==> config.mk <==
export PLATFORM = sky130hd
export DESIGN_NAME = cml_top
export DESIGN_NICKNAME = d
export VERILOG_FILES = /design/src/pkg/cml_pkg.sv /design/src/pkg/cml_mem_if.sv /design/src/hdl/cml_top.sv /design/src/hdl/cml_slope_mem.sv
export SDC_FILE = /design/constraint.sdc
export NUM_CORES = 2
export LEC_CHECK = 0
export ABC_CLOCK_PERIOD_IN_PS = 18730
export BUFFER_PORTS_ARGS = -buffer_cell sky130_fd_sc_hd__buf_2
export CAP_MARGIN = 20
export CELL_PAD_IN_SITES_DETAIL_PLACEMENT = 2
export CELL_PAD_IN_SITES_GLOBAL_PLACEMENT = 2
export CORE_MARGIN = 2
export CORE_UTILIZATION = 37
export DETAILED_ROUTE_END_ITERATION = 16
export PLACE_DENSITY_LB_ADDON = 0.3
export SLEW_MARGIN = 20
export SYNTH_ARGS = -nofsm -noshare
export SYNTH_HDL_FRONTEND = slang
export SYNTH_SLANG_ARGS = --single-unit
==> constraint.sdc <==
create_clock -name i_clk_sys -period 18.73 [get_ports i_clk_sys]
set_clock_uncertainty 0.2 [all_clocks]
set_input_delay 3.746 -clock i_clk_sys [delete_from_list [all_inputs] [get_ports i_clk_sys]]
set_output_delay 3.746 -clock i_clk_sys [all_outputs]
set_load 0.05 [all_outputs]
==> src/pkg/cml_pkg.sv <==
// Shared constants and types for the capacity model lookup block
package cml_pkg;

  typedef enum logic [1:0] {CML_IDLE, CML_READ, CML_ACC, CML_STORE} cml_fsm_t;

  // Time base
  localparam int CLK_MHZ          = 125;
  localparam int UPDATE_PERIOD_US = 3515000;
  localparam int UPDATE_CYCLES    = UPDATE_PERIOD_US * CLK_MHZ;
  localparam int SAVE_EVERY       = 8;

  // Model shape
  localparam int NUM_CURVES  = 3;
  localparam int NUM_SEGS    = 4;
  localparam int SLOPE_DEPTH = NUM_CURVES * NUM_SEGS;
  localparam int SLOPE_AW    = 4;

  // Register map (byte offsets on the serial register port)
  localparam logic [7:0] ADDR_CHARGE_VOLTAGE_THRESHOLD      = 8'h64;
  localparam logic [7:0] ADDR_MIN_CHARGE_CURRENT      = 8'h65;
  localparam logic [7:0] ADDR_VAE       = 8'h66;
  localparam logic [7:0] ADDR_IAE       = 8'h67;
  localparam logic [7:0] ADDR_AS        = 8'h68;
  localparam logic [7:0] ADDR_SENSE     = 8'h69;
  localparam logic [7:0] ADDR_SLOPE_LO  = 8'h6b;
  localparam logic [7:0] ADDR_FULL_S3   = 8'h6d;
  localparam logic [7:0] ADDR_SLOPE_HI  = 8'h76;
  localparam logic [7:0] ADDR_FULL50_H  = 8'h77;
  localparam logic [7:0] ADDR_FULL50_L  = 8'h78;
  localparam logic [7:0] ADDR_AE50      = 8'h79;
  localparam logic [7:0] ADDR_AC_H      = 8'h7a;
  localparam logic [7:0] ADDR_AC_L      = 8'h7b;
  localparam logic [7:0] ADDR_BP_UPPER  = 8'h7c;
  localparam logic [7:0] ADDR_BP_LOWER  = 8'h7d;
  localparam logic [7:0] ADDR_FULLT_H   = 8'h80;
  localparam logic [7:0] ADDR_FULLT_L   = 8'h81;
  localparam logic [7:0] ADDR_AET_H     = 8'h82;
  localparam logic [7:0] ADDR_AET_L     = 8'h83;
  localparam logic [7:0] ADDR_SET_H     = 8'h84;
  localparam logic [7:0] ADDR_SET_L     = 8'h85;
  localparam logic [7:0] ADDR_FMAH_H    = 8'h86;
  localparam logic [7:0] ADDR_FMAH_L    = 8'h87;
  localparam logic [7:0] ADDR_STATUS    = 8'h88;

  // Status bit positions
  localparam int ST_CHGF  = 0;
  localparam int ST_LEARN = 1;
  localparam int ST_BUSY  = 2;

  // Temperature corners, whole degrees, 10-bit signed
  localparam logic signed [9:0] T_HOT      = 10'sh032;
  localparam logic signed [9:0] T_MID      = 10'sh019;
  localparam logic signed [9:0] T_COLD_LIM = 10'sh200;

  // Fixed point: 2^-14 of the +50C full value per LSB
  localparam int         FRAC_SHIFT = 14;
  localparam logic [19:0] FULL_BASE = 20'h04000;
  localparam int         AE50_SHIFT = 6;

  // Age scale: 2^-7 per LSB
  localparam int         AS_SHIFT   = 7;
  localparam logic [7:0] AS_UNAGED  = 8'h80;
  localparam logic [7:0] AS_MIN     = 8'h3f;
  localparam int         AGE_SHIFT  = 5;

  // Current thresholds against 1.5625uV current LSB
  localparam int MIN_CHARGE_CURRENT_SHIFT = 5;
  localparam int IAE_SHIFT  = 7;

  // Reset values of host parameters
  localparam logic [7:0]  PARAM_RST  = 8'h00;
  localparam logic [15:0] WORD_RST   = 16'h0000;

endpackage

==> src/pkg/cml_mem_if.sv <==
// Port bundle between the model engine and its slope memory
`timescale 1ns/10ps
`default_nettype none
interface cml_mem_if #(
  parameter int AW = 4,
  parameter int DW = 8
);
  logic          we;
  logic [AW-1:0] waddr;
  logic [DW-1:0] wdata;
  logic [AW-1:0] raddr_a;
  logic [DW-1:0] rdata_a;
  logic [AW-1:0] raddr_b;
  logic [DW-1:0] rdata_b;

  modport mem  (input we, waddr, wdata, raddr_a, raddr_b, output rdata_a, rdata_b);
  modport user (output we, waddr, wdata, raddr_a, raddr_b, input rdata_a, rdata_b);
endinterface
`default_nettype wire

==> src/hdl/cml_top.sv <==
// Capacity model lookup engine with application parameters and aging
`timescale 1ns/10ps
`default_nettype none
module cml_top #(
  parameter int UPDATE_CYCLES = cml_pkg::UPDATE_CYCLES,
  parameter int SAVE_EVERY    = cml_pkg::SAVE_EVERY
) (
  // Clock and reset
  input  wire logic              i_clk_sys,
  input  wire logic              i_rst,
  // Register port
  input  wire logic [7:0]        i_reg_addr,
  input  wire logic              i_reg_wr,
  input  wire logic              i_reg_rd,
  input  wire logic [7:0]        i_reg_wdata,
  output logic      [7:0]        o_reg_rdata,
  // Measurements
  input  wire logic signed [7:0] i_temp_c,
  input  wire logic [7:0]        i_voltage_reading,
  input  wire logic              i_voltage_reading_stb,
  input  wire logic signed [15:0] i_current_reading,
  input  wire logic              i_cur_stb,
  input  wire logic signed [15:0] i_average_current_reading,
  input  wire logic              i_avg_stb,
  input  wire logic              i_acr_dec,
  // Nonvolatile store
  input  wire logic              i_nv_restore,
  input  wire logic [7:0]        i_nv_as,
  output logic                   o_nv_save,
  output logic      [7:0]        o_nv_as,
  // Results and flags
  output logic      [15:0]       o_full_t,
  output logic      [15:0]       o_ae_t,
  output logic      [15:0]       o_se_t,
  output logic      [15:0]       o_full_mah,
  output logic      [7:0]        o_age_scale_factor,
  output logic                   o_charged_full_flag,
  output logic                   o_learn_cycle_flag,
  output logic                   o_busy
);

  typedef struct packed {
    cml_pkg::cml_fsm_t  st;
    logic [1:0]         curve;
    logic [1:0]         seg;
    logic [19:0]        acc;
    logic signed [7:0]  temp;
    logic [31:0]        tick;
    logic [15:0]        full_t;
    logic [15:0]        ae_t;
    logic [15:0]        se_t;
    logic [15:0]        full_mah;
    logic [7:0]         bp_upper;
    logic [7:0]         bp_lower;
    logic [7:0]         sense;
    logic [7:0]         charge_voltage_threshold;
    logic [7:0]         min_charge_current;
    logic [7:0]         empty_voltage_threshold;
    logic [7:0]         empty_current_threshold;
    logic [7:0]         as_f;
    logic [7:0]         ae50;
    logic [15:0]        ac;
    logic [15:0]        full50;
    logic               chgf;
    logic               learn_cycle_flag;
    logic               voltage_reading_hi;
    logic               avg_ok;
    logic               cur_big1;
    logic               cur_big2;
    logic [20:0]        age_cnt;
    logic [7:0]         save_cnt;
    logic               nv_save;
    logic [7:0]         nv_as;
    logic [7:0]         rdata;
    logic               rsel;
  } cml_regs_t;

  localparam logic [31:0] TICK_LAST = 32'(UPDATE_CYCLES - 1);
  localparam logic [7:0]  SAVE_LAST = 8'(SAVE_EVERY - 1);

  cml_regs_t q;
  cml_regs_t d;

  cml_mem_if #(.AW(cml_pkg::SLOPE_AW), .DW(8)) mem ();

  cml_slope_mem #(
    .DEPTH (cml_pkg::SLOPE_DEPTH),
    .AW    (cml_pkg::SLOPE_AW),
    .DW    (8)
  ) u_slope_mem (
    .i_clk_sys (i_clk_sys),
    .i_rst     (i_rst),
    .bus       (mem)
  );

  ////////////////////////////////////////////////////////////////////////////
  // Degrees that one segment covers between t and +50C

  function automatic logic [8:0] seg_deg(input logic signed [7:0] t,
                                         input logic [1:0] s,
                                         input logic signed [7:0] bp_up,
                                         input logic signed [7:0] bp_lo);
    logic signed [9:0] hi;
    logic signed [9:0] lo;
    logic signed [9:0] m;
    logic signed [9:0] dd;
    case (s)
      2'd3: begin
        hi = cml_pkg::T_HOT;
        lo = cml_pkg::T_MID;
      end
      2'd2: begin
        hi = cml_pkg::T_MID;
        lo = 10'(bp_up);
      end
      2'd1: begin
        hi = 10'(bp_up);
        lo = 10'(bp_lo);
      end
      default: begin
        hi = 10'(bp_lo);
        lo = cml_pkg::T_COLD_LIM;
      end
    endcase
    m  = (10'(t) > lo) ? 10'(t) : lo;
    dd = hi - m;
    return (dd > 10'sh000) ? dd[8:0] : 9'h000;
  endfunction

  ////////////////////////////////////////////////////////////////////////////
  // Next state

  logic [8:0]  deg;
  logic [16:0] prod;
  logic [19:0] base;
  logic [19:0] val;
  logic [31:0] p_mvh;
  logic [25:0] p_aged;
  logic [26:0] p_mah;
  logic        in_slope;
  logic        full_qual;
  logic        full_det;
  logic        cur_big;
  logic        empty_det;
  logic        age_evt;
  logic        learn_up;

  always_comb begin
    d         = q;
    d.nv_save = 1'b0;
    deg       = seg_deg(q.temp, q.seg, q.bp_upper, q.bp_lower);
    prod      = 17'(mem.rdata_b * deg);
    base      = '0;
    val       = '0;
    p_mvh     = '0;
    p_aged    = '0;
    p_mah     = '0;
    in_slope  = (i_reg_addr >= cml_pkg::ADDR_SLOPE_LO) &&
                (i_reg_addr <= cml_pkg::ADDR_SLOPE_HI);

    // Slope table access
    mem.we      = i_reg_wr && in_slope;
    mem.waddr   = 4'(i_reg_addr - cml_pkg::ADDR_SLOPE_LO);
    mem.wdata   = i_reg_wdata;
    mem.raddr_a = 4'(i_reg_addr - cml_pkg::ADDR_SLOPE_LO);
    mem.raddr_b = 4'({q.curve, q.seg});

    // Update interval
    d.tick = (q.tick == TICK_LAST) ? 32'h0000_0000 : q.tick + 32'h0000_0001;

    // Lookup sequencer
    case (q.st)
      cml_pkg::CML_IDLE: begin
        if (q.tick == TICK_LAST) begin
          d.temp  = i_temp_c;
          d.curve = 2'd0;
          d.seg   = 2'd0;
          d.acc   = '0;
          d.st    = cml_pkg::CML_READ;
        end
      end
      cml_pkg::CML_READ: begin
        d.st = cml_pkg::CML_ACC;
      end
      cml_pkg::CML_ACC: begin
        d.acc = q.acc + 20'(prod);
        if (q.seg == 2'(cml_pkg::NUM_SEGS - 1)) begin
          d.st = cml_pkg::CML_STORE;
        end else begin
          d.seg = q.seg + 2'd1;
          d.st  = cml_pkg::CML_READ;
        end
      end
      cml_pkg::CML_STORE: begin
        case (q.curve)
          2'd0:    base = cml_pkg::FULL_BASE;
          2'd1:    base = 20'({q.ae50, 6'h00});
          default: base = '0;
        endcase
        val = (base > q.acc) ? base - q.acc : '0;
        case (q.curve)
          2'd0: begin
            d.full_t = 16'(val);
            p_mvh    = q.full50 * 16'(val);
            p_aged   = 26'((p_mvh >> cml_pkg::FRAC_SHIFT) * q.as_f);
            p_mah    = 27'((p_aged >> cml_pkg::AS_SHIFT) * q.sense);
            d.full_mah = (p_mah > 27'h000ffff) ? 16'hffff : 16'(p_mah);
          end
          2'd1:    d.ae_t = 16'(val);
          default: d.se_t = 16'(val);
        endcase
        if (q.curve == 2'(cml_pkg::NUM_CURVES - 1)) begin
          d.st = cml_pkg::CML_IDLE;
          d.save_cnt = (q.save_cnt == SAVE_LAST) ? 8'h00 : q.save_cnt + 8'h01;
          if (q.save_cnt == SAVE_LAST && q.as_f != q.nv_as) begin
            d.nv_save = 1'b1;
            d.nv_as   = q.as_f;
          end
        end else begin
          d.curve = q.curve + 2'd1;
          d.seg   = 2'd0;
          d.acc   = '0;
          d.st    = cml_pkg::CML_READ;
        end
      end
      default: d.st = cml_pkg::CML_IDLE;
    endcase

    // Full detection
    full_qual = (i_average_current_reading > 16'sh0000) &&
                (i_average_current_reading <
                 16'({q.min_charge_current, 5'h00}));
    full_det  = i_avg_stb && full_qual && q.avg_ok && q.voltage_reading_hi;
    if (i_voltage_reading_stb && (i_voltage_reading <= q.charge_voltage_threshold)) begin
      d.voltage_reading_hi = 1'b0;
    end
    if (i_avg_stb) begin
      d.avg_ok  = full_qual;
      d.voltage_reading_hi = i_voltage_reading > q.charge_voltage_threshold;
    end

    // Active empty detection
    cur_big   = i_current_reading < -(17'sd0 + 17'($signed({1'b0, q.empty_current_threshold, 7'h00})));
    empty_det = i_voltage_reading_stb && (i_voltage_reading < q.empty_voltage_threshold) &&
                q.cur_big1 && q.cur_big2;
    if (i_cur_stb) begin
      d.cur_big2 = q.cur_big1;
      d.cur_big1 = cur_big;
    end
    if (empty_det) begin
      d.chgf = 1'b0;
    end
    if (full_det) begin
      d.learn_cycle_flag = 1'b0;
    end
    if (empty_det) begin
      d.learn_cycle_flag = 1'b1;
    end
    if (full_det) begin
      d.chgf = 1'b1;
    end

    // Aging counter
    age_evt = 1'b0;
    if (i_acr_dec) begin
      if (21'(q.age_cnt + 21'h000001) >= {q.ac, 5'h00}) begin
        d.age_cnt = '0;
        age_evt   = 1'b1;
      end else begin
        d.age_cnt = q.age_cnt + 21'h000001;
      end
    end

    // Age scalar sources, host write highest
    learn_up = full_det && q.learn_cycle_flag;
    if (age_evt && q.as_f > cml_pkg::AS_MIN) begin
      d.as_f = q.as_f - 8'h01;
    end
    if (learn_up && q.as_f < cml_pkg::AS_UNAGED) begin
      d.as_f = q.as_f + 8'h01;
    end
    if (i_nv_restore) begin
      d.as_f  = i_nv_as;
      d.nv_as = i_nv_as;
    end

    // Register writes
    if (i_reg_wr) begin
      case (i_reg_addr)
        cml_pkg::ADDR_CHARGE_VOLTAGE_THRESHOLD:     d.charge_voltage_threshold     = i_reg_wdata;
        cml_pkg::ADDR_MIN_CHARGE_CURRENT:     d.min_charge_current     = i_reg_wdata;
        cml_pkg::ADDR_VAE:      d.empty_voltage_threshold      = i_reg_wdata;
        cml_pkg::ADDR_IAE:      d.empty_current_threshold      = i_reg_wdata;
        cml_pkg::ADDR_AS:       d.as_f     = i_reg_wdata;
        cml_pkg::ADDR_SENSE:    d.sense    = i_reg_wdata;
        cml_pkg::ADDR_FULL50_H: d.full50   = {i_reg_wdata, q.full50[7:0]};
        cml_pkg::ADDR_FULL50_L: d.full50   = {q.full50[15:8], i_reg_wdata};
        cml_pkg::ADDR_AE50:     d.ae50     = i_reg_wdata;
        cml_pkg::ADDR_AC_H:     d.ac       = {i_reg_wdata, q.ac[7:0]};
        cml_pkg::ADDR_AC_L:     d.ac       = {q.ac[15:8], i_reg_wdata};
        cml_pkg::ADDR_BP_UPPER: d.bp_upper = i_reg_wdata;
        cml_pkg::ADDR_BP_LOWER: d.bp_lower = i_reg_wdata;
        default: ;
      endcase
    end

    // Register reads, one cycle latency
    d.rsel = i_reg_rd && in_slope;
    d.rdata = 8'h00;
    if (i_reg_rd) begin
      case (i_reg_addr)
        cml_pkg::ADDR_CHARGE_VOLTAGE_THRESHOLD:     d.rdata = q.charge_voltage_threshold;
        cml_pkg::ADDR_MIN_CHARGE_CURRENT:     d.rdata = q.min_charge_current;
        cml_pkg::ADDR_VAE:      d.rdata = q.empty_voltage_threshold;
        cml_pkg::ADDR_IAE:      d.rdata = q.empty_current_threshold;
        cml_pkg::ADDR_AS:       d.rdata = q.as_f;
        cml_pkg::ADDR_SENSE:    d.rdata = q.sense;
        cml_pkg::ADDR_FULL50_H: d.rdata = q.full50[15:8];
        cml_pkg::ADDR_FULL50_L: d.rdata = q.full50[7:0];
        cml_pkg::ADDR_AE50:     d.rdata = q.ae50;
        cml_pkg::ADDR_AC_H:     d.rdata = q.ac[15:8];
        cml_pkg::ADDR_AC_L:     d.rdata = q.ac[7:0];
        cml_pkg::ADDR_BP_UPPER: d.rdata = q.bp_upper;
        cml_pkg::ADDR_BP_LOWER: d.rdata = q.bp_lower;
        cml_pkg::ADDR_FULLT_H:  d.rdata = q.full_t[15:8];
        cml_pkg::ADDR_FULLT_L:  d.rdata = q.full_t[7:0];
        cml_pkg::ADDR_AET_H:    d.rdata = q.ae_t[15:8];
        cml_pkg::ADDR_AET_L:    d.rdata = q.ae_t[7:0];
        cml_pkg::ADDR_SET_H:    d.rdata = q.se_t[15:8];
        cml_pkg::ADDR_SET_L:    d.rdata = q.se_t[7:0];
        cml_pkg::ADDR_FMAH_H:   d.rdata = q.full_mah[15:8];
        cml_pkg::ADDR_FMAH_L:   d.rdata = q.full_mah[7:0];
        cml_pkg::ADDR_STATUS: begin
          d.rdata[cml_pkg::ST_CHGF]  = q.chgf;
          d.rdata[cml_pkg::ST_LEARN] = q.learn_cycle_flag;
          d.rdata[cml_pkg::ST_BUSY]  = q.st != cml_pkg::CML_IDLE;
        end
        default: d.rdata = 8'h00;
      endcase
    end
  end

  ////////////////////////////////////////////////////////////////////////////
  // State register

  always_ff @(posedge i_clk_sys) begin
    if (i_rst) begin
      q          <= '0;
      q.st       <= cml_pkg::CML_IDLE;
      q.as_f     <= cml_pkg::AS_UNAGED;
      q.nv_as    <= cml_pkg::AS_UNAGED;
      q.charge_voltage_threshold     <= cml_pkg::PARAM_RST;
      q.full50   <= cml_pkg::WORD_RST;
      q.ac       <= cml_pkg::WORD_RST;
      q.full_t   <= 16'(cml_pkg::FULL_BASE);
    end else begin
      q <= d;
    end
  end

  ////////////////////////////////////////////////////////////////////////////
  // Outputs

  assign o_reg_rdata         = q.rsel ? mem.rdata_a : q.rdata;
  assign o_nv_save           = q.nv_save;
  assign o_nv_as             = q.nv_as;
  assign o_full_t            = q.full_t;
  assign o_ae_t              = q.ae_t;
  assign o_se_t              = q.se_t;
  assign o_full_mah          = q.full_mah;
  assign o_age_scale_factor  = q.as_f;
  assign o_charged_full_flag = q.chgf;
  assign o_learn_cycle_flag  = q.learn_cycle_flag;
  assign o_busy              = q.st != cml_pkg::CML_IDLE;
endmodule
`default_nettype wire

==> src/hdl/cml_slope_mem.sv <==
// Slope table: one write port, two registered read ports
`timescale 1ns/10ps
`default_nettype none
module cml_slope_mem #(
  parameter int DEPTH = 12,
  parameter int AW    = 4,
  parameter int DW    = 8
) (
  // Clock and reset
  input  wire logic i_clk_sys,
  input  wire logic i_rst,
  // Memory ports
  cml_mem_if.mem    bus
);

  logic [DW-1:0] mem_q [DEPTH];
  logic [DW-1:0] rda_q;
  logic [DW-1:0] rdb_q;

  always_ff @(posedge i_clk_sys) begin
    if (i_rst) begin
      for (int i = 0; i < DEPTH; i++) begin
        mem_q[i] <= '0;
      end
      rda_q <= '0;
      rdb_q <= '0;
    end else begin
      if (bus.we && (int'(bus.waddr) < DEPTH)) begin
        mem_q[bus.waddr] <= bus.wdata;
      end
      rda_q <= (int'(bus.raddr_a) < DEPTH) ? mem_q[bus.raddr_a] : '0;
      rdb_q <= (int'(bus.raddr_b) < DEPTH) ? mem_q[bus.raddr_b] : '0;
    end
  end

  assign bus.rdata_a = rda_q;
  assign bus.rdata_b = rdb_q;

endmodule
`default_nettype wire

==> flow_summary.ini <==
[status]
outcome = complete, no violations

[yosys]
synth_top_area_share_pct = 20.75
synth_seq_cells = 431
syn-instance-count = 4815
synthTopCellsByArea = fa_1 21%, dfxtp_1 14%, ha_1 9.5%
syn_area_per_cell_um2 = 8.978
synth_edf_count = 128
yosysUniqueCellTypes = 89
ys_warn_count = 0
ys_seq_area_share_pct = 22.92
yosys.area.top_type = fa_1
syn-cell-area_um2 = 43230
yosys_most_used_dff = dfxtp_1
synth-async-reset-ratio_pct = 0

[critical_path]
cp_slowest_stage_delay_ns = 0.57
cp.arrival_ns = 18.66
critPathLaunchType = flip-flop
path_buf_inv = 21
cpMostUsedCell = fa_1
reg2reg_depth = 76
slowest_stage = fa_1
worstPathRequired_ns = 19.06
worst_r2r_endpoint = o_full_mah[8]
critical-path-top-delay-family = adder cells
path_class = flip-flop to flip-flop
reg2reg_from = mem.raddr_b[3]
rrSetupSlack_ns = 0.40
crit_path_end_kind = flip-flop
critPathMaxFanout = 16

[floorplan]
dieArea_um2 = 119600
fp.dieH_um = 345.8
start_util_pct = 37.25
core-area_um2 = 116000
ioPinCount = 173
die_w_um = 345.8
rows = 125

[hold_path]
min_to = q[221]
hold_class = flip-flop to flip-flop
whs_path_depth = 1
hold_start = q[221]

[route]
viasPerCell = 5.696
vias = 37390
drt_iter0_drc = 2455
drcViolationCount = 0
drtAntennaViolNets = 0
finalWirelength_mm = 170.9
firstDrtPassIters = 6
wl_per_cell_um = 26.05

[global_routing]
antenna_found_initial = 12
grt_usage_pct = 27.66
grt-ovfl-total = 0
grt_max_degree = 75
grt_pass1_wl_mm = 255.9
grt_pass1_vias = 41320

[clocking]
clk_transition_reported_paths_ns = 0.06
cts_tree = built
cts.sinks = 431
h-tree-depth = 2
clkLatencyLatePin_ns = 0.65
root_buffer = clkbuf_16
clockBufferDepth = 3
cts_buffers = 51
holdBufCountCts = 0

[power]
sequentialPowerShare_pct = 44.2
comb_power_share_pct = 7.6
internal_power_w = 0.001676
netSwitchingFraction_pct = 26.33
power.density_nw_per_um2 = 45.84
p_leak_nw = 21.90
power.share.clock_pct = 48.2
p_sw_w = 0.0005989
irDropWorstVdd_mv = 0.07296
total_power_w = 0.002275

[sta]
fin_setup_tns_ns = 0
maxSlewHeadroom_pct = 23.37
period_share_pct = 97.87
setup_viol = 0
whs_ns = 0.2615
final-max-slew-violation-count = 0
tightest_slew_ns = 1.141
hold_viol_final = 0
fin_crit_ns = 18.33
fmax_mhz = 54.55

[cells_and_area]
fillers = 12680
layout_common_cells = 581 x nand2_1, 568 x inv_1, 439 x fa_1
multi_input_area_um2 = 30530
layout-drive-gt1-share_pct = 15.66
area_growth_syn_to_layout_pct = 14.79
finalNetCount = 5853
final_cell_area_um2 = 49620
mostFrequentLayoutCell = nand2_1
seqCellArea_um2 = 9915

[place]
routabilityCongestion = 0.8858
hpwlAfterDp_mm = 126.5
io_buffers = 165
post_dp_cell_area_um2 = 46150

[job]
drv_cap = 0
-- final cells by class --
| class | count | area share (%) |
|---|---|---|
| diodes | 2 | 0.01009 |
| repair buffers | 450 | 6.574 |
| well taps | 1524 | 3.843 |
| clock inverters | 25 | 0.7564 |
| flip-flops and latches | 431 | 19.98 |
| clock buffers | 70 | 2.963 |
| inverters | 576 | 4.357 |
| multi-input cells | 3485 | 61.52 |
-- timing repair --
item                       4_1_cts  5_1_grt
pin swaps                        8      106
gates cloned                     1        2
resized for setup               27      153
setup endpoints to repair       16       16
setup buffers                    7       73
-- cells by family after synthesis --
family	Yosys count	share of synthesized area, %
flops	431	22.92
other cells	1	0.008675
fa+ha+maj	777	30.27
mux	109	4.414
xor+xnor	144	2.935
compound gates	713	10.65
buf+inv	930	8.793
simple gates	1710	20.01
-- cell usage after synthesis (33+ instances only) --
library cell / n
and2_1: 294
nand4_1: 75
mux4_2: 64
inv_1: 574
nor3_1: 49
dfxtp_1: 303
a21oi_1: 290
a21o_1: 63
o21a_1: 33
and4_1: 43
xnor2_1: 71
nor2_1: 214
edfxtp_1: 128
a22oi_1: 44
buf_4: 80
fa_1: 448
nand2_1: 585
o21ai_0: 94
and3_1: 128
ha_1: 329
clkbuf_1: 245
xor2_1: 72
nor2b_1: 35
nand3_1: 159
-- metal layers --
metal / up-vias / routed length, um / track usage [%] / part of all wire (%)
met5: - / 0 / 0 / 0
met4: 0 / 6284 / 8.912 / 3.7
met3: 289 / 8162 / 2.689 / 4.8
met2: 1089 / 86920 / 49.09 / 51
met1: 19640 / 69570 / 35.21 / 41
li1: 16370 / - / - / -
-- sequential cells by signal (all words and copies together) (netlist names) --
signal                   flops
o_charged_full_flag          1
o_nv_as                      8
u_slope_mem.bus.rdata_a      8
mem.raddr_b                  4
o_se_t                      16
o_age_scale_factor           8
o_nv_save                    1
o_full_mah                  16
o_learn_cycle_flag           1
u_slope_mem.bus.rdata_b      8
q                          200
o_full_t                    16
o_ae_t                      16
u_slope_mem.mem_q          128
-- power by group through the flow --
stage / combinational (W) / clock [W] / sequential [W]
finish: 0.000173 / 0.00110 / 0.00101
global route: 0.000183 / 0.00115 / 0.00101
CTS: 0.000170 / 0.00111 / 0.00100
detailed placement: 0.000169 / 0 / 0.00102
global placement: 0.000163 / 0 / 0.00102
floorplan: 0.000106 / 0 / 0.00101
-- worst max path at each step --
stage              startpoint              to  cells past startpoint
2_1_floorplan  mem.raddr_b[3]  o_full_mah[10]                     66
3_3_place_gp   mem.raddr_b[3]   o_full_mah[1]                     67
3_5_place_dp   mem.raddr_b[3]   o_full_mah[4]                     66
4_1_cts        mem.raddr_b[3]   o_full_mah[7]                     70
5_1_grt        mem.raddr_b[3]  o_full_mah[12]                     75
6_report       mem.raddr_b[3]   o_full_mah[8]                     76
-- per-stage QoR --
step                      std cells  worst slack (ns)  utilization (%)
after floorplan                4846            0.1049                -
after global placement         6384           -0.1351            39.77
after detailed placement       6384           -0.4401            39.77
after CTS                      6487          0.002157            41.54
after global routing           6561           -0.3050            42.75
final                          6563            0.3992            42.76
(Power assumes the default switching activity.)
